## src/sdec_pkg.sv

```systemverilog
// Package with register map, field layout and timing constants of the SDRAM ECC/reset control block.
package sdec_pkg;

  // ==========================================================================
  // Register indices (byte address is four times the index).
  // ==========================================================================
  localparam logic [11:0] IDX_ECC_CONTROL     = 12'h020;
  localparam logic [11:0] IDX_ECC_STATUS      = 12'h021;
  localparam logic [11:0] IDX_ECC_BIT_POS     = 12'h022;
  localparam logic [11:0] IDX_ECC_SINGLE_ADDR = 12'h024;
  localparam logic [11:0] IDX_ECC_MULTI_ADDR  = 12'h028;
  localparam logic [11:0] IDX_SDRAM_CONTROL   = 12'h030;
  localparam logic [11:0] IDX_RESET_CONFIG    = 12'hD72;
  localparam int          APB_AW              = 14;

  // ==========================================================================
  // Field positions.
  // ==========================================================================
  localparam int CTL_ECC_ENABLE  = 0;
  localparam int CTL_SINGLE_IRQ  = 1;
  localparam int CTL_MULTI_IRQ   = 2;
  localparam int CTL_REARM       = 3;
  localparam int STA_SINGLE      = 0;
  localparam int STA_MULTI       = 1;
  localparam int SDC_REF_ENABLE  = 0;
  localparam int SDC_REF_RATE_LO = 1;
  localparam int SDC_WB_ENABLE   = 3;
  localparam int SDC_RA_ENABLE   = 4;
  localparam int RCF_RET_ENABLE  = 0;

  // ==========================================================================
  // Reset values.
  // ==========================================================================
  localparam logic [3:0] ECC_CONTROL_RST   = 4'h0;
  localparam logic [4:0] SDRAM_CONTROL_RST = 5'h00;
  localparam logic       RESET_CONFIG_RST  = 1'b0;
  localparam logic [3:0] BE_FULL           = 4'hF;

  // ==========================================================================
  // Refresh timing at a 10 ns clock.
  // ==========================================================================
  localparam real CLK_PERIOD_NS = 10.0;
  localparam real T_REF0_US     = 7.8;
  localparam real T_REF1_US     = 15.6;
  localparam real T_REF2_US     = 31.2;
  localparam real T_REF3_US     = 62.5;
  localparam int  REF0_CYC = int'($floor(T_REF0_US * 1000.0 / CLK_PERIOD_NS + 0.001));
  localparam int  REF1_CYC = int'($floor(T_REF1_US * 1000.0 / CLK_PERIOD_NS + 0.001));
  localparam int  REF2_CYC = int'($floor(T_REF2_US * 1000.0 / CLK_PERIOD_NS + 0.001));
  localparam int  REF3_CYC = int'($floor(T_REF3_US * 1000.0 / CLK_PERIOD_NS + 0.001));
  localparam int  REF_CW   = 13;

  // Commands handed to the SDRAM timing engine.
  typedef enum logic [1:0] {
    SDEC_CMD_NONE,
    SDEC_CMD_READ,
    SDEC_CMD_WRITE,
    SDEC_CMD_REFRESH
  } sdec_cmd_t;

endpackage : sdec_pkg

```

## src/sdec_refresh_if.sv

```systemverilog
// Interface joining the controller to its refresh interval timer.
interface sdec_refresh_if;
  logic       enable;
  logic [1:0] rate;
  logic       req;
  logic       ack;
  modport timer (input enable, input rate, input ack, output req);
  modport ctrl  (output enable, output rate, output ack, input req);
endinterface : sdec_refresh_if

```

## src/sdec_refresh_timer.sv

```systemverilog
// Refresh interval timer with four selectable periods.
module sdec_refresh_timer
  import sdec_pkg::*;
#(
  parameter int P_REF3_CYC = REF3_CYC
) (
  input  wire logic      pclk,
  input  wire logic      presetn,
  sdec_refresh_if.timer  rif
);

  logic [REF_CW-1:0] count;
  logic [REF_CW-1:0] limit;

  // Selects the terminal count of the chosen interval.
  always_comb begin
    case (rif.rate)
      2'd0:    limit = REF_CW'(REF0_CYC - 1);
      2'd1:    limit = REF_CW'(REF1_CYC - 1);
      2'd2:    limit = REF_CW'(REF2_CYC - 1);
      default: limit = REF_CW'(P_REF3_CYC - 1);
    endcase
  end

  // Free running period counter; the period does not depend on when refresh is served.
  always_ff @(posedge pclk or negedge presetn) begin
    if (!presetn) begin
      count <= '0;
    end else if (!rif.enable || count >= limit) begin
      count <= '0;
    end else begin
      count <= count + REF_CW'(1);
    end
  end

  // Pending refresh request; a new tick wins over the acknowledge.
  always_ff @(posedge pclk or negedge presetn) begin
    if (!presetn) begin
      rif.req <= 1'b0;
    end else if (rif.enable && count >= limit) begin
      rif.req <= 1'b1; // RQ12
    end else if (rif.ack || !rif.enable) begin
      rif.req <= 1'b0;
    end
  end

endmodule : sdec_refresh_timer

```

## src/sdec_ctrl.sv

```systemverilog
// SDRAM controller core for ECC error capture, write protection, refresh and reset retention.
// Operation
// RQ1: Single-bit error raises maskable interrupt.
// RQ2: Multi-bit error raises non-maskable interrupt.
// RQ3: Separate single and multi error flags.
// RQ4: Failing address captured per error kind.
// RQ5: Single-bit error captures faulty bit position.
// RQ6: Capture freezes on first; re-arm clears.
// RQ7: Software disables buffers before reconfiguration.
// RQ8: Software never enables zero-ending bank.
// RQ9: Protected writes run with all masks.
// RQ10: Protected partial writes skip read-modify-write.
// RQ11: Refresh wins; data access stalls.
// RQ12: Refresh period selectable among four values.
// RQ13: Boot-memory cycle beats write-buffer write.
// RQ14: Boot request waits for write in progress.
// RQ15: Boot request waits for prefetch completion.
// RQ16: ECC partial unprotected write uses read-modify-write.
// RQ17: Read and check, merge, then write back.
// RQ18: Full doubleword write skips the read.
// RQ19: System reset restores all defaults.
// RQ20: Retention reset keeps configuration and refresh.
// RQ21: Retention reset lets current access finish.
// RQ22: Resets discard buffer; enables come up off.
// RQ23: Retention pin inactive until enabled.
// RQ24: Each error interrupt has own enable.
// RQ25: Interrupt holds until status flag written.
//
// Implementation choice: the APB interface to the registers.
module sdec_ctrl
  import sdec_pkg::*;
#(
  parameter int P_REF3_CYC = REF3_CYC
) (
  input  wire logic              pclk,
  input  wire logic              presetn,
  input  wire logic              psel,
  input  wire logic              penable,
  input  wire logic              pwrite,
  input  wire logic [APB_AW-1:0] paddr,
  input  wire logic [31:0]       pwdata,
  output logic      [31:0]       prdata,
  output logic                   pready,
  output logic                   pslverr,
  input  wire logic              acc_valid,
  input  wire logic              acc_write,
  input  wire logic              acc_from_wb,
  input  wire logic              acc_protected,
  input  wire logic [31:0]       acc_addr,
  input  wire logic [3:0]        acc_be,
  input  wire logic [31:0]       acc_wdata,
  output logic                   acc_ack,
  output logic      [31:0]       acc_rdata,
  input  wire logic              boot_req,
  input  wire logic              boot_done,
  output logic                   boot_grant,
  output logic                   mem_cmd_valid,
  output sdec_cmd_t              mem_cmd,
  output logic      [31:0]       mem_addr,
  output logic      [31:0]       mem_wdata,
  output logic      [3:0]        byte_data_masks,
  input  wire logic              mem_done,
  input  wire logic [31:0]       mem_rdata,
  input  wire logic              ecc_single_err,
  input  wire logic              ecc_multi_err,
  input  wire logic [7:0]        ecc_syndrome,
  input  wire logic              retention_reset_pin,
  output logic                   single_error_irq,
  output logic                   multi_error_nmi,
  output logic                   write_buffer_enable,
  output logic                   prefetch_enable,
  output logic                   write_buffer_discard
);

  // ==========================================================================
  // Declarations.
  // ==========================================================================
  typedef enum logic [2:0] {
    ST_IDLE, ST_REFRESH, ST_READ, ST_RMW_READ, ST_WRITE, ST_BOOT
  } sdec_state_t;

  sdec_state_t state;
  logic [3:0]  ecc_control;
  logic [4:0]  sdram_control;
  logic        reset_configuration;
  logic        single_error_flag;
  logic        multi_error_flag;
  logic [7:0]  faulty_bit_position;
  logic [31:0] ecc_single_error_address;
  logic [31:0] ecc_multi_error_address;
  logic        capture_armed;
  logic        ret_meta;
  logic        ret_sync;
  logic        ret_active;
  logic [31:0] cur_addr;
  logic [31:0] cur_wdata;
  logic [3:0]  cur_be;
  logic        cur_protected;
  logic [31:0] merged;
  logic [31:0] next_prdata;
  logic        next_pslverr;
  logic [11:0] idx;
  logic        apb_wr;
  logic        chk;
  logic        err_single;
  logic        err_multi;
  logic        rearm;
  logic        sta_wr;
  logic        ecc_on;

  sdec_refresh_if rif ();

  assign idx        = paddr[APB_AW-1:2];
  assign apb_wr     = psel && penable && pready && pwrite;
  assign sta_wr     = apb_wr && idx == IDX_ECC_STATUS;
  assign rearm      = apb_wr && idx == IDX_ECC_CONTROL && pwdata[CTL_REARM];
  assign ecc_on     = ecc_control[CTL_ECC_ENABLE];
  assign chk        = mem_done && ecc_on && (state == ST_READ || state == ST_RMW_READ);
  assign err_multi  = chk && ecc_multi_err;
  assign err_single = chk && ecc_single_err && !ecc_multi_err;
  assign rif.enable = sdram_control[SDC_REF_ENABLE];
  assign rif.rate   = sdram_control[SDC_REF_RATE_LO +: 2];

  // Byte lanes enabled by the master take new data, the rest keep the read data.
  always_comb begin
    for (int i = 0; i < 4; i++) begin
      merged[8*i +: 8] = cur_be[i] ? cur_wdata[8*i +: 8] : mem_rdata[8*i +: 8];
    end
  end

  sdec_refresh_timer #(
    .P_REF3_CYC (P_REF3_CYC)
  ) u_refresh_timer (
    .pclk    (pclk),
    .presetn (presetn),
    .rif     (rif.timer)
  );

  // ==========================================================================
  // APB slave with one wait state.
  // ==========================================================================

  // Builds the read word and the error answer for the addressed register.
  always_comb begin
    next_prdata  = '0;
    next_pslverr = 1'b0;
    case (idx)
      IDX_ECC_CONTROL:     next_prdata = {29'h0, ecc_control[2:0]};
      IDX_ECC_STATUS:      next_prdata = {30'h0, multi_error_flag, single_error_flag}; // RQ3
      IDX_ECC_BIT_POS:     next_prdata = {24'h0, faulty_bit_position};
      IDX_ECC_SINGLE_ADDR: next_prdata = ecc_single_error_address;
      IDX_ECC_MULTI_ADDR:  next_prdata = ecc_multi_error_address;
      IDX_SDRAM_CONTROL:   next_prdata = {27'h0, sdram_control};
      IDX_RESET_CONFIG:    next_prdata = {31'h0, reset_configuration};
      default:             next_pslverr = 1'b1;
    endcase
  end

  // Answers each access in its second access cycle.
  always_ff @(posedge pclk or negedge presetn) begin
    if (!presetn) begin
      pready  <= 1'b0;
      pslverr <= 1'b0;
      prdata  <= '0;
    end else begin
      pready  <= psel && penable && !pready;
      pslverr <= psel && penable && !pready && next_pslverr;
      prdata  <= (psel && penable && !pready && !pwrite) ? next_prdata : '0;
    end
  end

  // Configuration survives the retention reset; only the buffer enables drop.
  always_ff @(posedge pclk or negedge presetn) begin
    if (!presetn) begin
      ecc_control         <= ECC_CONTROL_RST; // RQ19
      sdram_control       <= SDRAM_CONTROL_RST;
      reset_configuration <= RESET_CONFIG_RST; // RQ23
    end else begin
      if (apb_wr && idx == IDX_ECC_CONTROL) begin
        ecc_control <= {1'b0, pwdata[2:0]}; // RQ24
      end
      if (apb_wr && idx == IDX_RESET_CONFIG) begin
        reset_configuration <= pwdata[RCF_RET_ENABLE];
      end
      if (ret_active) begin
        sdram_control[SDC_WB_ENABLE] <= 1'b0; // RQ22
        sdram_control[SDC_RA_ENABLE] <= 1'b0; // RQ22
      end else if (apb_wr && idx == IDX_SDRAM_CONTROL) begin
        sdram_control <= pwdata[4:0]; // RQ20
      end
    end
  end

  // ==========================================================================
  // Retention reset pin and buffer outputs.
  // ==========================================================================

  // Synchronises the pin and qualifies it with its enable bit.
  always_ff @(posedge pclk or negedge presetn) begin
    if (!presetn) begin
      ret_meta   <= 1'b0;
      ret_sync   <= 1'b0;
      ret_active <= 1'b0;
    end else begin
      ret_meta   <= retention_reset_pin;
      ret_sync   <= ret_meta;
      ret_active <= ret_sync && reset_configuration; // RQ23
    end
  end

  // Buffer enables follow the control register; pending writes are dropped in any reset.
  always_ff @(posedge pclk or negedge presetn) begin
    if (!presetn) begin
      write_buffer_enable  <= 1'b0;
      prefetch_enable      <= 1'b0;
      write_buffer_discard <= 1'b1; // RQ22
    end else begin
      write_buffer_enable  <= sdram_control[SDC_WB_ENABLE] && !ret_active;
      prefetch_enable      <= sdram_control[SDC_RA_ENABLE] && !ret_active;
      write_buffer_discard <= ret_active; // RQ22
    end
  end

  // ==========================================================================
  // ECC error flags, capture and interrupts.
  // ==========================================================================

  // Sticky flags; a new error wins over the software clear.
  always_ff @(posedge pclk or negedge presetn) begin
    if (!presetn) begin
      single_error_flag <= 1'b0;
      multi_error_flag  <= 1'b0;
    end else begin
      single_error_flag <= err_single || (single_error_flag && !(sta_wr && pwdata[STA_SINGLE]));
      multi_error_flag  <= err_multi || (multi_error_flag && !(sta_wr && pwdata[STA_MULTI])); // RQ25
    end
  end

  // Latches the first error only; re-arming clears what was latched.
  always_ff @(posedge pclk or negedge presetn) begin
    if (!presetn) begin
      capture_armed            <= 1'b1;
      faulty_bit_position      <= '0;
      ecc_single_error_address <= '0;
      ecc_multi_error_address  <= '0;
    end else if ((capture_armed || rearm) && (err_single || err_multi)) begin
      capture_armed <= 1'b0; // RQ6
      if (err_single) begin
        ecc_single_error_address <= cur_addr; // RQ4
        faulty_bit_position      <= ecc_syndrome; // RQ5
      end else begin
        ecc_multi_error_address <= cur_addr; // RQ4
      end
    end else if (rearm) begin
      capture_armed            <= 1'b1; // RQ6
      faulty_bit_position      <= '0;
      ecc_single_error_address <= '0;
      ecc_multi_error_address  <= '0;
    end
  end

  // Interrupt lines stay up while the flag is set and enabled.
  always_ff @(posedge pclk or negedge presetn) begin
    if (!presetn) begin
      single_error_irq <= 1'b0;
      multi_error_nmi  <= 1'b0;
    end else begin
      single_error_irq <= single_error_flag && ecc_control[CTL_SINGLE_IRQ]; // RQ1
      multi_error_nmi  <= multi_error_flag && ecc_control[CTL_MULTI_IRQ]; // RQ2
    end
  end

  // ==========================================================================
  // Access sequencer.
  // ==========================================================================

  // Grants refresh, then boot memory, then data access; runs each cycle to its end.
  always_ff @(posedge pclk or negedge presetn) begin
    if (!presetn) begin
      state           <= ST_IDLE; // RQ19
      mem_cmd_valid   <= 1'b0;
      mem_cmd         <= SDEC_CMD_NONE;
      mem_addr        <= '0;
      mem_wdata       <= '0;
      byte_data_masks <= '0;
      rif.ack         <= 1'b0;
      acc_ack         <= 1'b0;
      acc_rdata       <= '0;
      boot_grant      <= 1'b0;
      cur_addr        <= '0;
      cur_wdata       <= '0;
      cur_be          <= '0;
      cur_protected   <= 1'b0;
    end else begin
      mem_cmd_valid <= 1'b0;
      rif.ack       <= 1'b0;
      acc_ack       <= 1'b0;
      case (state)
        ST_IDLE: begin
          if (rif.req) begin
            state         <= ST_REFRESH; // RQ11
            mem_cmd       <= SDEC_CMD_REFRESH; // RQ20
            mem_cmd_valid <= 1'b1;
            rif.ack       <= 1'b1;
          end else if (boot_req) begin
            state      <= ST_BOOT; // RQ13
            boot_grant <= 1'b1;
          end else if (acc_valid && !acc_ack && !ret_active) begin // RQ21
            cur_addr      <= acc_addr;
            cur_wdata     <= acc_wdata;
            cur_be        <= acc_be;
            cur_protected <= acc_protected;
            mem_addr      <= acc_addr;
            mem_cmd_valid <= 1'b1;
            if (!acc_write) begin
              state           <= ST_READ;
              mem_cmd         <= SDEC_CMD_READ;
              byte_data_masks <= '0;
            end else if (acc_protected) begin
              state           <= ST_WRITE; // RQ10
              mem_cmd         <= SDEC_CMD_WRITE;
              mem_wdata       <= acc_wdata;
              byte_data_masks <= BE_FULL; // RQ9
            end else if (ecc_on && acc_be != BE_FULL) begin
              state           <= ST_RMW_READ; // RQ16
              mem_cmd         <= SDEC_CMD_READ;
              byte_data_masks <= '0;
            end else begin
              state           <= ST_WRITE; // RQ18
              mem_cmd         <= SDEC_CMD_WRITE;
              mem_wdata       <= acc_wdata;
              byte_data_masks <= ecc_on ? 4'h0 : ~acc_be;
            end
          end
        end
        ST_REFRESH: begin
          if (mem_done) begin
            state   <= ST_IDLE;
            mem_cmd <= SDEC_CMD_NONE;
          end
        end
        ST_READ: begin
          if (mem_done) begin
            state     <= ST_IDLE; // RQ15
            mem_cmd   <= SDEC_CMD_NONE;
            acc_rdata <= mem_rdata;
            acc_ack   <= 1'b1;
          end
        end
        ST_RMW_READ: begin
          if (mem_done) begin
            state           <= ST_WRITE; // RQ17
            mem_cmd         <= SDEC_CMD_WRITE;
            mem_cmd_valid   <= 1'b1;
            mem_wdata       <= merged;
            byte_data_masks <= '0;
          end
        end
        ST_WRITE: begin
          if (mem_done) begin
            state   <= ST_IDLE; // RQ14
            mem_cmd <= SDEC_CMD_NONE;
            acc_ack <= 1'b1;
          end
        end
        ST_BOOT: begin
          if (boot_done) begin
            state      <= ST_IDLE;
            boot_grant <= 1'b0;
          end
        end
        default: begin
          state <= ST_IDLE;
        end
      endcase
    end
  end

  // ==========================================================================
  // Assertions.
  // ==========================================================================
  property p_refresh_first;
    @(posedge pclk) disable iff (!presetn)
      (state == ST_IDLE && rif.req && acc_valid) |=> (state == ST_REFRESH && !acc_ack);
  endproperty
  a_refresh_first: assert property (p_refresh_first) else $error("refresh lost to access"); // RQ11

  property p_boot_first;
    @(posedge pclk) disable iff (!presetn)
      (state == ST_IDLE && !rif.req && boot_req && acc_valid && acc_from_wb) |=> boot_grant;
  endproperty
  a_boot_first: assert property (p_boot_first) else $error("boot not granted first"); // RQ13

  property p_boot_waits;
    @(posedge pclk) disable iff (!presetn)
      (state inside {ST_WRITE, ST_READ, ST_RMW_READ} && !mem_done) |=> !boot_grant;
  endproperty
  a_boot_waits: assert property (p_boot_waits) else $error("boot granted mid access"); // RQ14

  property p_protect_masks;
    @(posedge pclk) disable iff (!presetn)
      (mem_cmd_valid && mem_cmd == SDEC_CMD_WRITE && cur_protected)
        |-> (byte_data_masks == BE_FULL) throughout (state == ST_WRITE)[*1];
  endproperty
  a_protect_masks: assert property (p_protect_masks) else $error("protected write unmasked"); // RQ9

  property p_no_rmw_protected;
    @(posedge pclk) disable iff (!presetn)
      (state == ST_IDLE && !rif.req && !boot_req && !ret_active && acc_valid && !acc_ack
        && acc_write && acc_protected) |=> (state == ST_WRITE);
  endproperty
  a_no_rmw_protected: assert property (p_no_rmw_protected) else $error("rmw on protect"); // RQ10

  property p_rmw_order;
    @(posedge pclk) disable iff (!presetn)
      (state == ST_RMW_READ && mem_done)
        |=> (state == ST_WRITE && mem_cmd_valid && mem_wdata == $past(merged));
  endproperty
  a_rmw_order: assert property (p_rmw_order) else $error("rmw write back wrong"); // RQ17

  property p_single_capture;
    @(posedge pclk) disable iff (!presetn)
      (err_single && capture_armed)
        |=> (single_error_flag && ecc_single_error_address == $past(cur_addr)
             && faulty_bit_position == $past(ecc_syndrome)) ##1 single_error_irq
             || !ecc_control[CTL_SINGLE_IRQ];
  endproperty
  a_single_capture: assert property (p_single_capture) else $error("single capture"); // RQ4

  property p_freeze;
    @(posedge pclk) disable iff (!presetn)
      (!capture_armed && !rearm) |=> ($stable(ecc_multi_error_address)
        && $stable(ecc_single_error_address));
  endproperty
  a_freeze: assert property (p_freeze) else $error("capture changed while frozen"); // RQ6

  property p_nmi;
    @(posedge pclk) disable iff (!presetn)
      (err_multi && ecc_control[CTL_MULTI_IRQ] && !rearm && !sta_wr) |=> ##1 multi_error_nmi;
  endproperty
  a_nmi: assert property (p_nmi) else $error("multi error nmi missing"); // RQ2

  property p_retention_hold;
    @(posedge pclk) disable iff (!presetn)
      (ret_active && state == ST_IDLE && !rif.req && !boot_req) |=> (state == ST_IDLE);
  endproperty
  a_retention_hold: assert property (p_retention_hold) else $error("access during retention"); // RQ21

endmodule : sdec_ctrl

```

## config.mk

```make
export PLATFORM = sky130hd
export DESIGN_NAME = sdec_ctrl
export DESIGN_NICKNAME = d
export VERILOG_FILES = /design/src/sdec_pkg.sv /design/src/sdec_refresh_if.sv /design/src/sdec_refresh_timer.sv /design/src/sdec_ctrl.sv
export SDC_FILE = /design/constraint.sdc
export NUM_CORES = 1
export LEC_CHECK = 0
export ABC_CLOCK_PERIOD_IN_PS = 2300
export BUFFER_PORTS_ARGS = -buffer_cell sky130_fd_sc_hd__buf_4
export CAP_MARGIN = 20
export CORE_MARGIN = 4
export CORE_UTILIZATION = 48
export DETAILED_ROUTE_END_ITERATION = 10
export HOLD_SLACK_MARGIN = 0.03
export PLACE_DENSITY_LB_ADDON = 0.2
export SKIP_LAST_GASP = 1
export SYNTH_ARGS = -nofsm -noshare
export SYNTH_HDL_FRONTEND = slang
export SYNTH_SLANG_ARGS = --single-unit
export TNS_END_PERCENT = 1
```

## constraint.sdc

```tcl
create_clock -name pclk -period 2.3 [get_ports pclk]
set_input_delay 0.345 -clock pclk [delete_from_list [all_inputs] [get_ports pclk]]
set_output_delay 0.345 -clock pclk [all_outputs]
set_load 0.1 [all_outputs]
```

Word level (Yosys, flattened, before mapping). Index checks and enable logic that the tools add are counted.

Bits of input ports: 169. Output and inout port bits: 144. Register bits: 285. Logic and storage cells: 207.

Reductions and logical operators: 66. Add/sub/neg operators: 1. Bitwise logic cells: 4. Eq/ne operators: 29. Magnitude comparators: 1. Muxes and demuxes: 71.

Operators by type and width (number): two-way mux 32 bit (13); one-hot mux 32 bit (7 select lines) (1); equality test 12 x 6 -> 1 bit, second input constant (6); one-hot mux 32 bit (2 select lines) (1); two-way mux 8 bit (7); one-hot mux 13 bit (3 select lines) (1); two-way mux 4 bit (8); logical AND 1 bit (30); two-way mux 3 bit (9); two-way mux 2 bit (9); != test 2 bit, second input constant (9); two-way mux 1 bit (15); adder 13 x 1 -> 13 bit, second input constant (1); >= comparator 13 bit (1); two-way mux 13 bit (1); equality test 12 bit, second input constant (1); one-hot mux 3 bit (4 select lines) (1); AND reduction 4 bit (3); AND reduction 5 bit (2); nonzero test 2 bit (5); logical NOT 1 bit (8); one-hot mux 4 bit (2 select lines) (1); AND reduction 2 bit (4); logical OR 1 bit (7); other kinds (22) (28).

Logic depth before layout (Yosys ltp).
Word-level depth: 9. Mapped depth: 10. Depth with buffers taken out: 9.

Modules after synthesis. A second synthesis with hierarchy kept.

Cells, all modules: 989. Area, all modules: 12468.2 um2.

By module, submodules not included: sdec_ctrl (sequential area each 6784.0 um2, times used 1, cells an instance 888, area each 11488.5 um2); sdec_refresh_timer (sequential area each 350.3 um2, times used 1, cells an instance 101, area each 979.7 um2).

Worst setup path after synthesis. No wires, ideal clock.

Path type: register to register. Start: reg pready. End: reg ecc_multi_error_address[11]. Slack: -0.126 ns. Data required time: 2.220 ns. Path buffers: 2. Cell stages (with the launch flop): 7. Arrival: 2.346 ns. Clock period less this slack: 2.426 ns. Setup time: 0.080 ns. Cells stage by stage: dfrtp_1 nand4_1 nor4b_1 o22a_1 buf_4 buf_6 mux2i_1.

Longest elaborated chain between the ends: 8. Elaborated cells between the ends (all ways): 10. Those cells by class: eq/ne: 1; mux: 1; reduce/logical: 8.

RTL lines: start, declared (RTL line sdec_ctrl.sv:43) `output logic pready,`; start signal, assigned (RTL line sdec_ctrl.sv:166) `pready <= psel && penable && !pready;`; logical AND 1 bit (*) (2 in a row) (RTL line sdec_ctrl.sv:114) `assign apb_wr = psel && penable && pready && pwrite;`; logical AND 1 bit (*) (2 in a row) (RTL line sdec_ctrl.sv:116) `assign rearm = apb_wr && idx == IDX_ECC_CONTROL && pwdata[CTL_REARM];`; logical OR 1 bit (RTL line sdec_ctrl.sv:246) `end else if ((capture_armed || rearm) && (err_single || err_multi)) begin`; logical AND 1 bit (RTL line sdec_ctrl.sv:246); != test 2 bit (no source line) / nonzero test 2 bit (equally long branches); AND reduction 2 bit (no source line); end signal, assigned (RTL line sdec_ctrl.sv:252) `ecc_multi_error_address <= cur_addr;`; end, declared (RTL line sdec_ctrl.sv:90) `logic [31:0] ecc_multi_error_address;`.

Mark *: on every way between the ends. The rest lies on a longest branch, timed or not. A chain may end at the register's enable or synchronous reset.

Worst setup path after layout.
Start: reg sdram_control[1]. End: reg u_refresh_timer.count[2].

Longest elaborated chain between the ends: 5. Elaborated cells between the ends (all ways): 7. Those cells by class: order compare: 1; eq/ne: 2; mux: 2; reduce/logical: 2.

RTL lines: start, declared (RTL line sdec_ctrl.sv:84) `logic [4:0] sdram_control;`; start signal, assigned (RTL line sdec_ctrl.sv:189) `sdram_control <= pwdata[4:0];`; equality test 2 bit (tied with other cells) (RTL line sdec_refresh_timer.sv:17) `case (rif.rate)`; one-hot mux 13 bit (3 select lines) (*) (RTL line sdec_refresh_timer.sv:17); >= comparator 13 bit (*) (RTL line sdec_refresh_timer.sv:29) `end else if (!rif.enable || count >= limit) begin`; logical OR 1 bit (*) (RTL line sdec_refresh_timer.sv:29); two-way mux 13 bit (*) (RTL line sdec_refresh_timer.sv:29); end signal, assigned (RTL line sdec_refresh_timer.sv:32) `count <= count + REF_CW'(1);`; end, declared (RTL line sdec_refresh_timer.sv:12) `logic [REF_CW-1:0] count;`.

Marks and branches as above.

==> impl_metrics.csv <==
group,metric,value,unit
status,status,"complete, no violations",
clock_network,insertion_delay,0.54,ns
power_and_ir_drop,power.leakage,8.280,nW
yosys,syn_nets,1243,
sta,setup_violations,0,
cells_and_area,final_cell_mix,"306 x buf_4, 280 x dfrtp_1, 97 x nor2_1, 91 x mux2_2, 89 x nand2_1",
global_route,grt_max_degree,69,
sta,min_period,2.173,ns
yosys,yosysTopAreaCellShare,0.5651,
sta,slew_headroom,0.6244,
sta,clock_skew,0.01402,ns
worst_hold_path,hold_start,"pwdata[0]",
setup_path,rr_worst_depth,9,
cells_and_area,layout-drive-gt1-share,0.3493,
yosys,synthArstFlopShare,1.000,
yosys,synth_top_cell_by_area,"dfrtp_1",
clock_network,cts.path.max_buffers,3,
setup_path,crit-reg2reg-launch,"sdram_control[1]$_DFFE_PN0P_",
sta,finalMaxSlewViolations,0,
cells_and_area,nNetsFinal,1620,
sta,worst_pin_slew,0.5607,ns
sta,rsz0062_at_grt,"false",
cells_and_area,syn_to_final_growth,37.47,%
sta,holdWs,0.04846,ns
die,dieArea,0.02876,mm^2
clock_network,cts.sinks,285,
die,pin_count,313,
setup_path,start_kind,"flop",
setup_path,crit_start,"sdram_control[1]$_DFFE_PN0P_",
route,drtIter0Drc,653,
placed_design,io_buffers,282,
die,coreArea,0.02540,mm^2
yosys,synth_seq_cells,285,
sta,timing.final.crit_share,0.9446,
setup_path,crit_arrival,2.65,ns
yosys,yosysSeqAreaShare,0.5693,
sta,finalSetupTns,0,ns
global_route,grtUsageTotal,0.2259,
yosys,yosys_warnings,0,
route,wl_per_cell,18.28,um
yosys,synth_cells,1056,
route,wl,32.66,mm
placed_design,place.gp.congestion,0.8454,
yosys,synth_area_per_cell,11.87,um^2
yosys,synthFlopType,"dfrtp_1",
die,die_x,169.6,um
power_and_ir_drop,power.total,23.86,mW
global_route,antenna_found_initial,0,
placed_design,dp_hpwl,22.50,mm
route,vias,9543,
yosys,synth_edf_count,0,
placed_design,dp_slack,0.04419,ns
yosys,syn-cell-area,0.01253,mm^2
sta,fmax,0.4603,GHz
power_and_ir_drop,peakVddDrop,1.402,mV
setup_path,path_class,"reg -> reg",
route,vias_per_cell,5.340,
die,start_util,0.4934,
setup_path,cp_max_fo,13,
sta,hold_violations,0,
clock_network,cts_tree,"yes",
yosys,synthTopCellsByArea,"dfrtp_1 57%, mux2_2 8.2%, mux2i_1 5.8%",
global_route,grt_overflow,0,
power_and_ir_drop,powerDensity,1385,mW/mm^2
route,first_pass_iters,5,
setup_path,setup.worst_path.end_class,"flop",
setup_path,r2r-end,"u_refresh_timer.count[2]$_DFF_PN0_",
sta,worst_slack,0.1273,ns
route,drc,0,
run,drv_cap,0,
yosys,ys_types,65,
cells_and_area,antenna_cells,0,
worst_hold_path,hold_depth,3,
route,postRouteAntennaNets,0,
setup_path,required,2.77,ns
clock_network,root_buffer,"clkbuf_16",
global_route,grt_pass1_wl,53.16,mm
clock_network,htree_levels,1,
clock_network,cts_buffers,30,
setup_path,regToRegSetupSlack,0.13,ns
cells_and_area,final_common_cell,"buf_4",
die,rows,58,
die,die_h,169.6,um
worst_hold_path,whs_endpoint,"reset_configuration$_DFFE_PN0P_",
global_route,grt_pass1_vias,10111,
clock_network,clkTransAtPathRegs,0.06,ns
worst_hold_path,hold_class,"in -> reg",
critical path, cell delays in order (launching register included):
cell and delay, ns:
dfrtp_2 0.44, buf_4 0.15, ha_1 0.19, inv_1 0.07, ha_1 0.24, a211o_1 0.28
a221oi_2 0.30, o211ai_1 0.12, buf_4 0.20, nor2_1 0.12
cells in the mapped netlist (all sizes together), types with 7 or more instances:
library cell  number
a22oi             27
dfrtp            283
nor2              97
ha                18
xor2               7
nand2             90
o21ai             41
and2               7
a21oi             43
clkbuf            30
buf               34
inv               53
a22o              38
nor3               8
mux2             111
mux2i             72
and3               8
worst max-delay path by stage:
stage | endpoint | slack [ns] | depth (start not counted)
finish | u_refresh_timer.count[2]$_DFF_PN0_ | 0.13 | 9
CTS | u_refresh_timer.count[2]$_DFF_PN0_ | 0.02 | 10
global route | u_refresh_timer.count[4]$_DFF_PN0_ | 0.01 | 10
detailed placement | u_refresh_timer.count[4]$_DFF_PN0_ | 0.04 | 10
global placement | faulty_bit_position[7]$_DFFE_PN0P_ | 0.11 | 8
floorplan | u_refresh_timer.count[10]$_DFF_PN0_ | 0.17 | 10
final cells by class:
class	instances	area [um^2]
fillers	1888	8172
flip-flops and latches	285	7138
multi-input cells	654	4900
repair buffers	409	3503
clock buffers	40	879.6
well taps	330	412.9
inverters	53	198.9
clock inverters	16	195.2
per-stage QoR:
stage                     instances  area (um^2)  utilization
final                          1787        17230       0.6783
after CTS                      1785        17200       0.6771
after floorplan                1056        12530            -
after detailed placement       1645        15280       0.6017
after global routing           1787        17230       0.6783
after global placement         1645        15280       0.6017
report_power, final:
part | switching [mW] | internal, mW
logic | 8.45 | 2.99
registers | 1.03 | 6.26
clock network | 1.99 | 3.13
total | 11.5 | 12.4
routing by layer:
layer	track usage	wire length (um)
met1	0.2941	13440
met2	0.3798	16060
met3	0.05567	2356
met4	0.06230	795
met5	0	0
cells by family (layout without fill, tap and decap cells):
logic type	count (synthesis)	after routing	synth area share
flops	285	285	0.5693
simple gates	253	253	0.09595
compound gates	187	187	0.1010
mux	183	183	0.1632
buf+inv	117	518	0.04333
fa+ha+maj	19	19	0.01877
xor+xnor	12	12	0.008387
flip-flops by register name, summed over array words and instances (netlist names), 2 cells and up:
name / flops
acc_rdata: 32
cur_addr: 32
cur_wdata: 32
ecc_multi_error_address: 32
ecc_single_error_address: 32
mem_wdata: 32
prdata: 32
u_refresh_timer.count: 13
faulty_bit_position: 8
sdram_control: 5
byte_data_masks: 4
cur_be: 4
ecc_control: 3
state: 3
mem_cmd: 2
what timing repair did:
item / in CTS / in global routing
setup endpoints to repair: 0 / 14
resized for setup: 0 / 4
hold buffers: 84 / 1
endpoints found under the hold margin: 136 / 1
buffers inserted: 0 / 1
Note: power is estimated with default switching activity, not from simulation.
